===== config.mk =====
export PLATFORM = sky130hd
export DESIGN_NAME = oft_clk_ctrl
export DESIGN_NICKNAME = d
export VERILOG_FILES = /design/src/rtl/oft_pkg.sv /design/src/rtl/oft_clk_ctrl.sv /design/src/rtl/oft_lf_osc.sv /design/src/rtl/oft_flash_rd.sv
export SDC_FILE = /design/constraint.sdc
export NUM_CORES = 1
export LEC_CHECK = 0
export BUFFER_PORTS_ARGS = -buffer_cell sky130_fd_sc_hd__buf_2
export CORE_MARGIN = 1.5
export CORE_UTILIZATION = 44
export CTS_BUF_LIST = sky130_fd_sc_hd__clkbuf_16
export DETAILED_ROUTE_END_ITERATION = 8
export PLACE_DENSITY = 0.64
export SLEW_MARGIN = 20
export SYNTH_ARGS = -nofsm -noshare
export SYNTH_HDL_FRONTEND = slang
export SYNTH_SLANG_ARGS = --single-unit

===== constraint.sdc =====
create_clock -name clk_sys -period 6.55 [get_ports clk_sys]
set_input_delay 1.6375 -clock clk_sys [delete_from_list [all_inputs] [get_ports clk_sys]]
set_output_delay 1.6375 -clock clk_sys [all_outputs]
set_load 0.01 [all_outputs]

===== src/rtl/oft_pkg.sv =====
package oft_pkg;

  // Register bus geometry.
  localparam int          ADDR_W        = 12;
  localparam logic [1:0]  RESP_OKAY     = 2'h0;
  localparam logic [1:0]  RESP_SLVERR   = 2'h2;

  // Register indices; the byte address is four times the index.
  localparam logic [7:0]  IDX_LF_OSC    = 8'h86;
  localparam logic [7:0]  IDX_PWR       = 8'h87;
  localparam logic [7:0]  IDX_EXT_OSC   = 8'hB1;
  localparam logic [7:0]  IDX_FL_SCALE  = 8'hB6;
  localparam logic [7:0]  IDX_IRQ_STAT  = 8'hC0;
  localparam logic [7:0]  IDX_IRQ_MASK  = 8'hC1;

  // Field positions.
  localparam int          LF_EN_BIT     = 7;
  localparam int          LF_RDY_BIT    = 6;
  localparam int          LF_TRIM_LSB   = 2;
  localparam int          LF_DIV_LSB    = 0;
  localparam int          PWR_FLAG_LSB  = 2;
  localparam int          PWR_STOP_BIT  = 1;
  localparam int          PWR_IDLE_BIT  = 0;
  localparam int          XO_VALID_BIT  = 7;
  localparam int          XO_MODE_LSB   = 4;
  localparam int          XO_DRV_LSB    = 0;
  localparam int          FL_ONESHOT_BIT = 7;
  localparam int          FL_RDTIME_BIT = 4;
  localparam int          IRQ_N         = 3;

  // Reset values.
  localparam logic [3:0]  LF_TRIM_RST   = 4'h8;
  localparam logic [5:0]  PWR_FLAG_RST  = 6'h00;
  localparam logic [7:0]  EXT_OSC_RST   = 8'h00;
  localparam logic [7:0]  FL_SCALE_RST  = 8'h80;
  localparam logic [2:0]  IRQ_MASK_RST  = 3'h0;

  // Encodings.
  localparam logic [2:0]  XO_MODE_CMOS  = 3'h2;
  localparam logic [1:0]  XO_MODE_XTAL  = 2'h3;

  // Timing counts in system clock cycles.
  localparam int          LF_BASE_CYC   = 16;
  localparam int          LF_TRIM_STEP  = 4;
  localparam int          LF_SETTLE_CYC = 64;
  localparam int          FL_SHORT_CYC  = 1;
  localparam int          FL_LONG_CYC   = 2;

  typedef struct packed {
    logic              awvalid;
    logic [ADDR_W-1:0] awaddr;
    logic              wvalid;
    logic [31:0]       wdata;
    logic [3:0]        wstrb;
    logic              bready;
    logic              arvalid;
    logic [ADDR_W-1:0] araddr;
    logic              rready;
  } oft_axi_req_t;

  typedef struct packed {
    logic              awready;
    logic              wready;
    logic              bvalid;
    logic [1:0]        bresp;
    logic              arready;
    logic              rvalid;
    logic [31:0]       rdata;
    logic [1:0]        rresp;
  } oft_axi_rsp_t;

endpackage


===== src/rtl/oft_clk_ctrl.sv =====
// Operation
// (RQ1) Low-frequency oscillator runs only while its enable bit 7 is one.
// (RQ2) Read-only bit 6 reads one once the oscillator has settled.
// (RQ3) Trim bits 5..2 tune speed: 0000b fastest, 1111b slowest.
// (RQ4) Divider field: 00 by 8, 01 by 4, 10 by 2, 11 by 1.
// (RQ5) External oscillator mode 010 selects the CMOS clock input.
// (RQ6) One-shot off: sense amps on whole read; on: short pulse.
// (RQ7) Software keeps one-shot on below 10 MHz to save power.
// (RQ8) Read-time bit 4: zero short timing to 25 MHz, one to 48 MHz.
// (RQ9) Stop halts CPU and oscillator; idle gates CPU; both read zero.
// (RQ10) Crystal-valid reads one only in crystal mode with stable crystal.
//
// Chosen here: register access over AXI4-Lite.
module oft_clk_ctrl (
  input  wire logic                 clk_sys,
  input  wire logic                 arst_n,
  input  wire oft_pkg::oft_axi_req_t axiReq,
  output oft_pkg::oft_axi_rsp_t     axiRsp,
  input  wire logic                 xtalStable,
  input  wire logic                 wakeReq,
  input  wire logic                 flashRdReq,
  output logic                      irq,
  output logic                      cpuClkEn,
  output logic                      intOscRun,
  output logic                      lfTick,
  output logic [3:0]                lfTrim,
  output logic                      extCmosMode,
  output logic [2:0]                extDriveSel,
  output logic                      flashSenseEn,
  output logic                      flashRdBusy,
  output logic                      flashRdDone
);

  typedef enum logic [1:0] {PwRun, PwIdle, PwStop} oft_pwr_t;

  // Register contents.
  logic        lfEn_q, lfEn_d;
  logic [3:0]  trim_q, trim_d;
  logic [1:0]  div_q, div_d;
  logic [5:0]  flags_q, flags_d;
  logic [2:0]  xMode_q, xMode_d;
  logic [2:0]  xDrv_q, xDrv_d;
  logic        oneShot_q, oneShot_d;
  logic        rdTime_q, rdTime_d;
  logic [2:0]  stat_q, stat_d;
  logic [2:0]  mask_q, mask_d;
  oft_pwr_t    pwr_q, pwr_d;

  // Bus state.
  logic              awHeld_q, awHeld_d;
  logic [7:0]        awIdx_q, awIdx_d;
  logic              wHeld_q, wHeld_d;
  logic [7:0]        wData_q, wData_d;
  logic              wLane_q, wLane_d;
  logic              bValid_q, bValid_d;
  logic [1:0]        bResp_q, bResp_d;
  logic              rValid_q, rValid_d;
  logic [31:0]       rData_q, rData_d;
  logic [1:0]        rResp_q, rResp_d;

  // Synchroniser and edge history.
  logic        xtalMeta_q, xtalSync_q;
  logic        lfRdyOld_q, xtalOkOld_q;

  logic        lfReady;
  logic        xtalOk;
  logic        doWrite;
  logic [7:0]  wrIdx;
  logic [7:0]  rdIdx;
  logic [7:0]  rdByte;
  logic        rdHit;
  logic [2:0]  events;

  // The crystal status comes from the pad, so it crosses two flops first.
  always_ff @(posedge clk_sys or negedge arst_n) begin
    if (!arst_n) begin
      xtalMeta_q <= 1'b0;
      xtalSync_q <= 1'b0;
    end else begin
      xtalMeta_q <= xtalStable;
      xtalSync_q <= xtalMeta_q;
    end
  end

  oft_lf_osc u_lf_osc (
    .clk_sys (clk_sys),
    .arst_n  (arst_n),
    .enable  (lfEn_q),
    .trim    (trim_q),
    .divSel  (div_q),
    .ready   (lfReady),
    .lfTick  (lfTick)
  );

  // Software must pick the smallest read time allowed for its clock rate.
  oft_flash_rd u_flash_rd (
    .clk_sys   (clk_sys),
    .arst_n    (arst_n),
    .rdReq     (flashRdReq),
    .oneShotEn (oneShot_q),
    .longRead  (rdTime_q),
    .senseEn   (flashSenseEn),
    .rdBusy    (flashRdBusy),
    .rdDone    (flashRdDone)
  );

  // Crystal valid is masked outside the crystal modes.
  assign xtalOk = (xMode_q[2:1] == oft_pkg::XO_MODE_XTAL)   // see (RQ10)
                  && xtalSync_q;
  assign extCmosMode = (xMode_q == oft_pkg::XO_MODE_CMOS);  // see (RQ5)
  assign extDriveSel = xDrv_q;
  assign lfTrim      = trim_q;
  assign cpuClkEn    = (pwr_q == PwRun);                    // see (RQ9)
  assign intOscRun   = (pwr_q != PwStop);                   // see (RQ9)
  assign irq         = |(stat_q & mask_q);

  // Bus handshakes; each write channel is taken once and held until used.
  assign axiRsp.awready = !awHeld_q && !bValid_q;
  assign axiRsp.wready  = !wHeld_q && !bValid_q;
  assign axiRsp.bvalid  = bValid_q;
  assign axiRsp.bresp   = bResp_q;
  assign axiRsp.arready = !rValid_q;
  assign axiRsp.rvalid  = rValid_q;
  assign axiRsp.rdata   = rData_q;
  assign axiRsp.rresp   = rResp_q;

  assign doWrite = awHeld_q && wHeld_q && !bValid_q;
  assign wrIdx   = awIdx_q;
  assign rdIdx   = axiReq.araddr[9:2];

  // Read mux; reserved bits and write-only strobes read as zero.
  always_comb begin
    rdHit  = 1'b1;
    rdByte = 8'h00;
    unique case (rdIdx)
      oft_pkg::IDX_LF_OSC:   rdByte = {lfEn_q, lfReady, trim_q, div_q};
      oft_pkg::IDX_PWR:      rdByte = {flags_q, 2'h0};
      oft_pkg::IDX_EXT_OSC:  rdByte = {xtalOk, xMode_q, 1'b0, xDrv_q};
      oft_pkg::IDX_FL_SCALE: rdByte = {oneShot_q, 2'h0, rdTime_q, 4'h0};
      oft_pkg::IDX_IRQ_STAT: rdByte = {5'h00, stat_q};
      oft_pkg::IDX_IRQ_MASK: rdByte = {5'h00, mask_q};
      default:               rdHit  = 1'b0;
    endcase
    if (axiReq.araddr[11:10] != 2'h0 || axiReq.araddr[1:0] != 2'h0) begin
      rdHit = 1'b0;
    end
  end

  // Bus channel state.
  always_comb begin
    awHeld_d = awHeld_q;
    awIdx_d  = awIdx_q;
    wHeld_d  = wHeld_q;
    wData_d  = wData_q;
    wLane_d  = wLane_q;
    bValid_d = bValid_q;
    bResp_d  = bResp_q;
    rValid_d = rValid_q;
    rData_d  = rData_q;
    rResp_d  = rResp_q;
    if (axiReq.awvalid && axiRsp.awready) begin
      awHeld_d = 1'b1;
      awIdx_d  = (axiReq.awaddr[11:10] == 2'h0 &&
                  axiReq.awaddr[1:0] == 2'h0) ? axiReq.awaddr[9:2] : 8'h00;
    end
    if (axiReq.wvalid && axiRsp.wready) begin
      wHeld_d = 1'b1;
      wData_d = axiReq.wdata[7:0];
      wLane_d = axiReq.wstrb[0];
    end
    if (doWrite) begin
      awHeld_d = 1'b0;
      wHeld_d  = 1'b0;
      bValid_d = 1'b1;
      bResp_d  = (wrIdx == oft_pkg::IDX_LF_OSC ||
                  wrIdx == oft_pkg::IDX_PWR ||
                  wrIdx == oft_pkg::IDX_EXT_OSC ||
                  wrIdx == oft_pkg::IDX_FL_SCALE ||
                  wrIdx == oft_pkg::IDX_IRQ_STAT ||
                  wrIdx == oft_pkg::IDX_IRQ_MASK) ?
                 oft_pkg::RESP_OKAY : oft_pkg::RESP_SLVERR;
    end else if (bValid_q && axiReq.bready) begin
      bValid_d = 1'b0;
    end
    if (axiReq.arvalid && axiRsp.arready) begin
      rValid_d = 1'b1;
      rData_d  = {24'h000000, rdByte};
      rResp_d  = rdHit ? oft_pkg::RESP_OKAY : oft_pkg::RESP_SLVERR;
    end else if (rValid_q && axiReq.rready) begin
      rValid_d = 1'b0;
    end
  end

  // Hardware events: ready rising, crystal valid rising, wake from sleep.
  assign events = {(pwr_q != PwRun) && wakeReq,
                   xtalOk && !xtalOkOld_q,
                   lfReady && !lfRdyOld_q};

  // Register file, power state and interrupt flags.
  always_comb begin
    lfEn_d    = lfEn_q;
    trim_d    = trim_q;
    div_d     = div_q;
    flags_d   = flags_q;
    xMode_d   = xMode_q;
    xDrv_d    = xDrv_q;
    oneShot_d = oneShot_q;
    rdTime_d  = rdTime_q;
    mask_d    = mask_q;
    pwr_d     = pwr_q;
    stat_d    = stat_q;
    // A wake request returns the CPU from either low-power state.
    if (pwr_q != PwRun && wakeReq) begin
      pwr_d = PwRun;
    end
    if (doWrite && wLane_q) begin
      unique case (wrIdx)
        oft_pkg::IDX_LF_OSC: begin
          lfEn_d = wData_q[oft_pkg::LF_EN_BIT];             // see (RQ1)
          trim_d = wData_q[oft_pkg::LF_TRIM_LSB +: 4];      // see (RQ3)
          div_d  = wData_q[oft_pkg::LF_DIV_LSB +: 2];       // see (RQ4)
        end
        oft_pkg::IDX_PWR: begin
          flags_d = wData_q[oft_pkg::PWR_FLAG_LSB +: 6];
          // Stop outranks idle when both are written together.
          if (wData_q[oft_pkg::PWR_STOP_BIT]) begin
            pwr_d = PwStop;                                 // see (RQ9)
          end else if (wData_q[oft_pkg::PWR_IDLE_BIT]) begin
            pwr_d = PwIdle;                                 // see (RQ9)
          end
        end
        oft_pkg::IDX_EXT_OSC: begin
          xMode_d = wData_q[oft_pkg::XO_MODE_LSB +: 3];     // see (RQ5)
          xDrv_d  = wData_q[oft_pkg::XO_DRV_LSB +: 3];
        end
        oft_pkg::IDX_FL_SCALE: begin
          oneShot_d = wData_q[oft_pkg::FL_ONESHOT_BIT];     // see (RQ6)
          rdTime_d  = wData_q[oft_pkg::FL_RDTIME_BIT];      // see (RQ8)
        end
        oft_pkg::IDX_IRQ_STAT: stat_d = stat_q & ~wData_q[2:0];
        oft_pkg::IDX_IRQ_MASK: mask_d = wData_q[2:0];
        default: ;
      endcase
    end
    // A new event beats a clear written in the same cycle.
    stat_d = stat_d | events;
  end

  // Registers only.
  always_ff @(posedge clk_sys or negedge arst_n) begin
    if (!arst_n) begin
      lfEn_q      <= 1'b0;
      trim_q      <= oft_pkg::LF_TRIM_RST;
      div_q       <= 2'h0;
      flags_q     <= oft_pkg::PWR_FLAG_RST;
      xMode_q     <= oft_pkg::EXT_OSC_RST[6:4];
      xDrv_q      <= oft_pkg::EXT_OSC_RST[2:0];
      oneShot_q   <= oft_pkg::FL_SCALE_RST[7];
      rdTime_q    <= oft_pkg::FL_SCALE_RST[4];
      stat_q      <= 3'h0;
      mask_q      <= oft_pkg::IRQ_MASK_RST;
      pwr_q       <= PwRun;
      awHeld_q    <= 1'b0;
      awIdx_q     <= 8'h00;
      wHeld_q     <= 1'b0;
      wData_q     <= 8'h00;
      wLane_q     <= 1'b0;
      bValid_q    <= 1'b0;
      bResp_q     <= 2'h0;
      rValid_q    <= 1'b0;
      rData_q     <= 32'h00000000;
      rResp_q     <= 2'h0;
      lfRdyOld_q  <= 1'b0;
      xtalOkOld_q <= 1'b0;
    end else begin
      lfEn_q      <= lfEn_d;
      trim_q      <= trim_d;
      div_q       <= div_d;
      flags_q     <= flags_d;
      xMode_q     <= xMode_d;
      xDrv_q      <= xDrv_d;
      oneShot_q   <= oneShot_d;
      rdTime_q    <= rdTime_d;
      stat_q      <= stat_d;
      mask_q      <= mask_d;
      pwr_q       <= pwr_d;
      awHeld_q    <= awHeld_d;
      awIdx_q     <= awIdx_d;
      wHeld_q     <= wHeld_d;
      wData_q     <= wData_d;
      wLane_q     <= wLane_d;
      bValid_q    <= bValid_d;
      bResp_q     <= bResp_d;
      rValid_q    <= rValid_d;
      rData_q     <= rData_d;
      rResp_q     <= rResp_d;
      lfRdyOld_q  <= lfReady;
      xtalOkOld_q <= xtalOk;
    end
  end

endmodule // oft_clk_ctrl


===== src/rtl/oft_lf_osc.sv =====
// Low-frequency oscillator model: a trimmed period counter on the system
// clock, a settle counter behind the ready flag and a post-divider.
module oft_lf_osc #(
  parameter int BASE_CYC   = oft_pkg::LF_BASE_CYC,
  parameter int TRIM_STEP  = oft_pkg::LF_TRIM_STEP,
  parameter int SETTLE_CYC = oft_pkg::LF_SETTLE_CYC
) (
  input  wire logic       clk_sys,
  input  wire logic       arst_n,
  input  wire logic       enable,
  input  wire logic [3:0] trim,
  input  wire logic [1:0] divSel,
  output logic            ready,
  output logic            lfTick
);

  localparam int PER_MAX = BASE_CYC + 15 * TRIM_STEP;

  if (BASE_CYC < 1 || TRIM_STEP < 0 || SETTLE_CYC < 1) begin : g_chk
    $error("oft_lf_osc: counts must be positive");
  end

  logic [15:0] phase_q, phase_d;
  logic [15:0] settle_q, settle_d;
  logic [2:0]  div_q, div_d;
  logic [15:0] period;
  logic [2:0]  mask;
  logic        rawTick;

  // Larger trim codes lengthen the period, so 0000b is fastest.
  always_comb begin
    period  = 16'(BASE_CYC) + 16'(trim) * 16'(TRIM_STEP);   // see (RQ3)
    rawTick = enable && (phase_q >= period - 16'h0001);
    unique case (divSel)                                     // see (RQ4)
      2'h0: mask = 3'h7;
      2'h1: mask = 3'h3;
      2'h2: mask = 3'h1;
      2'h3: mask = 3'h0;
    endcase
    lfTick   = rawTick && ((div_q & mask) == mask);
    phase_d  = (!enable || rawTick) ? 16'h0000 : phase_q + 16'h0001;
    div_d    = !enable ? 3'h0 : (rawTick ? div_q + 3'h1 : div_q);
    // Ready only after the oscillator ran for the settle time.
    settle_d = !enable ? 16'h0000 :                          // see (RQ1)
               (settle_q == 16'(SETTLE_CYC)) ? settle_q :
               settle_q + 16'h0001;
    ready    = enable && (settle_q == 16'(SETTLE_CYC));      // see (RQ2)
  end

  // State registers.
  always_ff @(posedge clk_sys or negedge arst_n) begin
    if (!arst_n) begin
      phase_q  <= 16'h0000;
      settle_q <= 16'h0000;
      div_q    <= 3'h0;
    end else begin
      phase_q  <= phase_d;
      settle_q <= settle_d;
      div_q    <= div_d;
    end
  end

  if (PER_MAX > 65535) begin : g_chk2
    $error("oft_lf_osc: period does not fit");
  end

endmodule // oft_lf_osc


===== src/rtl/oft_flash_rd.sv =====
// Flash read timing: one access lasts a short or a long count of cycles;
// the sense enable spans it all, or only its first cycle in one-shot mode.
module oft_flash_rd #(
  parameter int SHORT_CYC = oft_pkg::FL_SHORT_CYC,
  parameter int LONG_CYC  = oft_pkg::FL_LONG_CYC
) (
  input  wire logic clk_sys,
  input  wire logic arst_n,
  input  wire logic rdReq,
  input  wire logic oneShotEn,
  input  wire logic longRead,
  output logic      senseEn,
  output logic      rdBusy,
  output logic      rdDone
);

  if (SHORT_CYC < 1 || LONG_CYC < SHORT_CYC || LONG_CYC > 15) begin : g_chk
    $error("oft_flash_rd: bad read cycle counts");
  end

  logic [3:0] left_q, left_d;
  logic       first_q, first_d;

  // A request while busy is ignored; the CPU issues one read at a time.
  always_comb begin
    left_d  = left_q;
    first_d = 1'b0;
    rdBusy  = (left_q != 4'h0);
    rdDone  = (left_q == 4'h1);
    if (rdBusy) begin
      left_d = left_q - 4'h1;
    end else if (rdReq) begin
      left_d  = longRead ? 4'(LONG_CYC) : 4'(SHORT_CYC);    // see (RQ8)
      first_d = 1'b1;
    end
    senseEn = rdBusy && (!oneShotEn || first_q);             // see (RQ6)
  end

  // State registers.
  always_ff @(posedge clk_sys or negedge arst_n) begin
    if (!arst_n) begin
      left_q  <= 4'h0;
      first_q <= 1'b0;
    end else begin
      left_q  <= left_d;
      first_q <= first_d;
    end
  end

endmodule // oft_flash_rd


==> results.py <==
metrics = {
    "sta": {
        "setup_violations": 0,
        "rsz0062_at_grt": "false",
        "fmax_mhz": 205.8,
        "hold_viol": 0,
        "fin_crit_sh_pct": 74.19,
        "period_minus_slack_ns": 4.860,
        "tightestPinTransition_ns": 0.8735,
        "slew_violations": 0,
        "timing.final.ws_setup_ns": 1.690,
        "finClkSkew_ns": 0.008278,
        "tns_ns": 0,
        "max-slew-margin-rel_pct": 40.95,
    },
    "clock_network": {
        "clkLatencyLatePin_ns": 0.35,
        "cts_sinks": 104,
        "h-tree-depth": 3,
        "clk_path_buf_depth": 2,
        "cts_resized": 0,
        "clk_pin_slew_worst_paths_ns": 0.07,
        "cts_tree": "done",
        "root_buffer": "clkbuf_16",
        "numCtsBuffers": 9,
        "cts-hold-fix-buffers": 0,
        "cts_setup_buffers": 0,
    },
    "floorplanning": {
        "fp.dieW_um": 113.6,
        "pin_count": 126,
        "fp.coreArea_mm2": 0.01196,
        "die_h_um": 113.6,
        "initial_core_util_pct": 44.98,
        "std_cell_rows": 40,
        "die-area_mm2": 0.01290,
    },
    "yosys": {
        "synth_seq_area_share_pct": 48.42,
        "yosysMostFrequentCell": "dfrtp_1",
        "synth_largest_area_cell": "dfrtp_1",
        "synth-simple-area-share_pct": 17.63,
        "synthFlopType": "dfrtp_1",
        "syn_area_mm2": 0.005380,
        "synth_adder_area_share_pct": 5.581,
        "syn_avg_cell_area_um2": 10.41,
        "synth_compound_area_share_pct": 9.256,
        "synthTopCellsByArea": "dfrtp_1 (47%), mux2_2 (6.1%), ha_1 (5.6%)",
        "synth_top_area_share_pct": 47.44,
        "synth_common_cells": "dfrtp_1 (102), nor2_1 (53), nand2_1 (42)",
        "yosysWarnings": 0,
        "synth_top_family_by_area": "simple AND/OR/NAND/NOR gates",
        "synth-seq-cells": 104,
        "synth_edf_count": 0,
        "syn_inst": 517,
        "synthMuxAreaShare_pct": 7.558,
        "synth_xor_area_share_pct": 4.884,
        "synth_cell_types": 59,
        "async_flop_share_pct": 100.0,
    },
    "worst_setup_path": {
        "critPathKind": "reg2out",
        "cp_max_fo": 5,
        "crit_path_end_kind": "output port",
        "worstPathRequired_ns": 4.91,
        "worst_setup_path_start_kind": "flop",
        "slowest_stage": "dfrtp_1",
        "cp_common_cell": "ha_1",
        "critical_path_arrival_ns": 3.22,
        "cp_cell_sequence": "inv_1 > ha_1 > and2_1 > ha_1 > ha_1 > nand2_1 > nor4_1 > o2111ai_1 > and2_1 > a2111oi_2 > buf_2",
        "max_stage_delay_ns": 0.44,
    },
    "grt": {
        "grt_start_max_net_pins": 54,
        "grt_antenna_before_repair": 0,
        "grt-ovfl-total": 0,
        "grt.total_usage_pct": 18.13,
        "grt_pass1_wl_um": 18330,
        "grt_pass1_vias": 3747,
    },
    "pwr": {
        "powerDensity_mw_per_mm2": 261.0,
        "ir_drop_uv": 158.8,
        "p_leak_nw": 2.869,
    },
    "drt": {
        "final_antenna_net_count": 0,
        "drc_errors": 0,
        "viasPerCell": 5.201,
        "wirelength_um": 10770,
        "via_count": 3885,
        "routedWlPerCell_um": 14.42,
        "drtIter0Drc": 234,
        "drtPass1Iterations": 4,
    },
    "placement": {
        "placed_cell_area_mm2": 0.005797,
        "gp_congestion": 0.8001,
        "io_buffers": 72,
        "place_ws_ns": 1.995,
        "dp_hpwl_um": 8052,
    },
    "flow_run": {
        "cap_violations": 0,
    },
    "cells_and_area": {
        "layout.core_utilization_pct": 51.09,
        "drive_above_1_share_pct": 20.67,
        "stdcell_area_mm2": 0.006111,
        "nNetsFinal": 689,
        "layout-area-overhead-vs-synth_pct": 13.58,
        "diodes": 0,
    },
    "run_status": {
        "status": "finished, final reports clean",
    },
    "worst_hold_path": {
        "hold_path.class": "reg2reg",
    },
}
-- logic make-up after synthesis --
logic type                 count (synthesis)
xor gates and xnor gates                  30
DFF                                      104
and+or+nand+nor                          184
other                                      2
AOI/OAI and AO/OA                         73
buffers and inverters                     63
adders and majority gates                 24
muxes                                     37
-- flip-flops by register name (all words and copies together), names as in the netlist, 4 cells and up --
name	count
rData_q	8
wData_q	8
flags_q	6
u_flash_rd.left_q	4
u_lf_osc.settle_q	16
lfTrim	4
u_lf_osc.phase_q	16
awIdx_q	8
-- through the flow --
step                      total power [mW]  std cells  hold slack [ns]
final                                1.595        747           0.3740
after global routing                 1.677        747           0.3729
after CTS                            1.615        747           0.3768
after detailed placement             1.040        731           0.3595
after global placement               1.029        731           0.3362
after floorplan                     0.9519        548           0.3312
-- report_power, final --
part	internal (mW)	switching (mW)
Sequential	0.706	0.0756
Clock	0.333	0.237
Combinational	0.113	0.130
Total	1.15	0.443
-- final timing paths --
kind | endpoint | start | slack [ns] | cells past startpoint
worst max-delay path | lfTick | lfTrim[0] | 1.69 | 11
worst min-delay path | xtalSync_q | xtalMeta_q | 0.37 | 0
worst max register to register | u_lf_osc.phase_q[12] | lfTrim[3] | 3.62 | 9
worst min register to register | xtalSync_q | xtalMeta_q | 0.37 | 0
max in group asynchronous | u_flash_rd.left_q[3] | arst_n | 4.15 | 2
min in group asynchronous | u_lf_osc.phase_q[4] | arst_n | 1.32 | 1
-- routing by layer --
| layer | GRT usage [%] | vias up | share of wire [%] | wire [um] |
|---|---|---|---|---|
| li1 | - | 1904 | - | - |
| met1 | 25.15 | 1871 | 49 | 5240 |
| met5 | 0 | - | 0 | 0 |
| met4 | 7.750 | 0 | 1.9 | 201 |
| met3 | 3.135 | 13 | 3.9 | 424 |
| met2 | 28.23 | 97 | 46 | 4903 |
-- worst max-delay path: cells and delay by family, from the launching register on --
family,cells,cell delay [ns]
compound gates,2,0.63
fa+ha+maj,3,0.76
buf+inv,2,0.30
flops,1,0.44
simple gates,4,0.73
-- cell usage in the layout (no fill, tap or decap), types with 2 or more instances in the layout --
cell / instances
clkbuf_16: 9
xor2_1: 10
o22a_1: 2
and2_1: 11
and3b_1: 2
and3_1: 9
conb_1: 33
buf_2: 71
dfstp_2: 2
nand3_1: 18
mux2i_1: 8
clkinv_1: 2
nand4_1: 9
dfrtp_1: 102
nor4b_1: 2
ha_1: 24
buf_4: 2
a22oi_1: 3
a22o_1: 9
inv_1: 27
a32oi_1: 2
nor2_1: 53
a21o_1: 4
nor4_1: 6
nor3_1: 11
nor3b_1: 2
a222oi_1: 3
o21ai_0: 19
nand2_1: 42
nand3b_1: 2
o221ai_1: 2
a31oi_1: 2
a21oi_1: 17
bufinv_16: 2
mux2_2: 29
xnor2_1: 20
or3_1: 2
nand2b_1: 3
nand4b_1: 2
o2111ai_1: 2
-- final cells by class --
| type | instances | area, um2 |
|---|---|---|
| inverter | 26 | 97.59 |
| tap | 147 | 183.9 |
| timing repair buffer | 73 | 370.4 |
| sequential | 104 | 2605 |
| clock inverter | 7 | 88.84 |
| clock buffer | 9 | 225.2 |
| fill | 1083 | 5851 |
| multi-input combinational | 381 | 2540 |
Power figures use the tool's default switching activity.
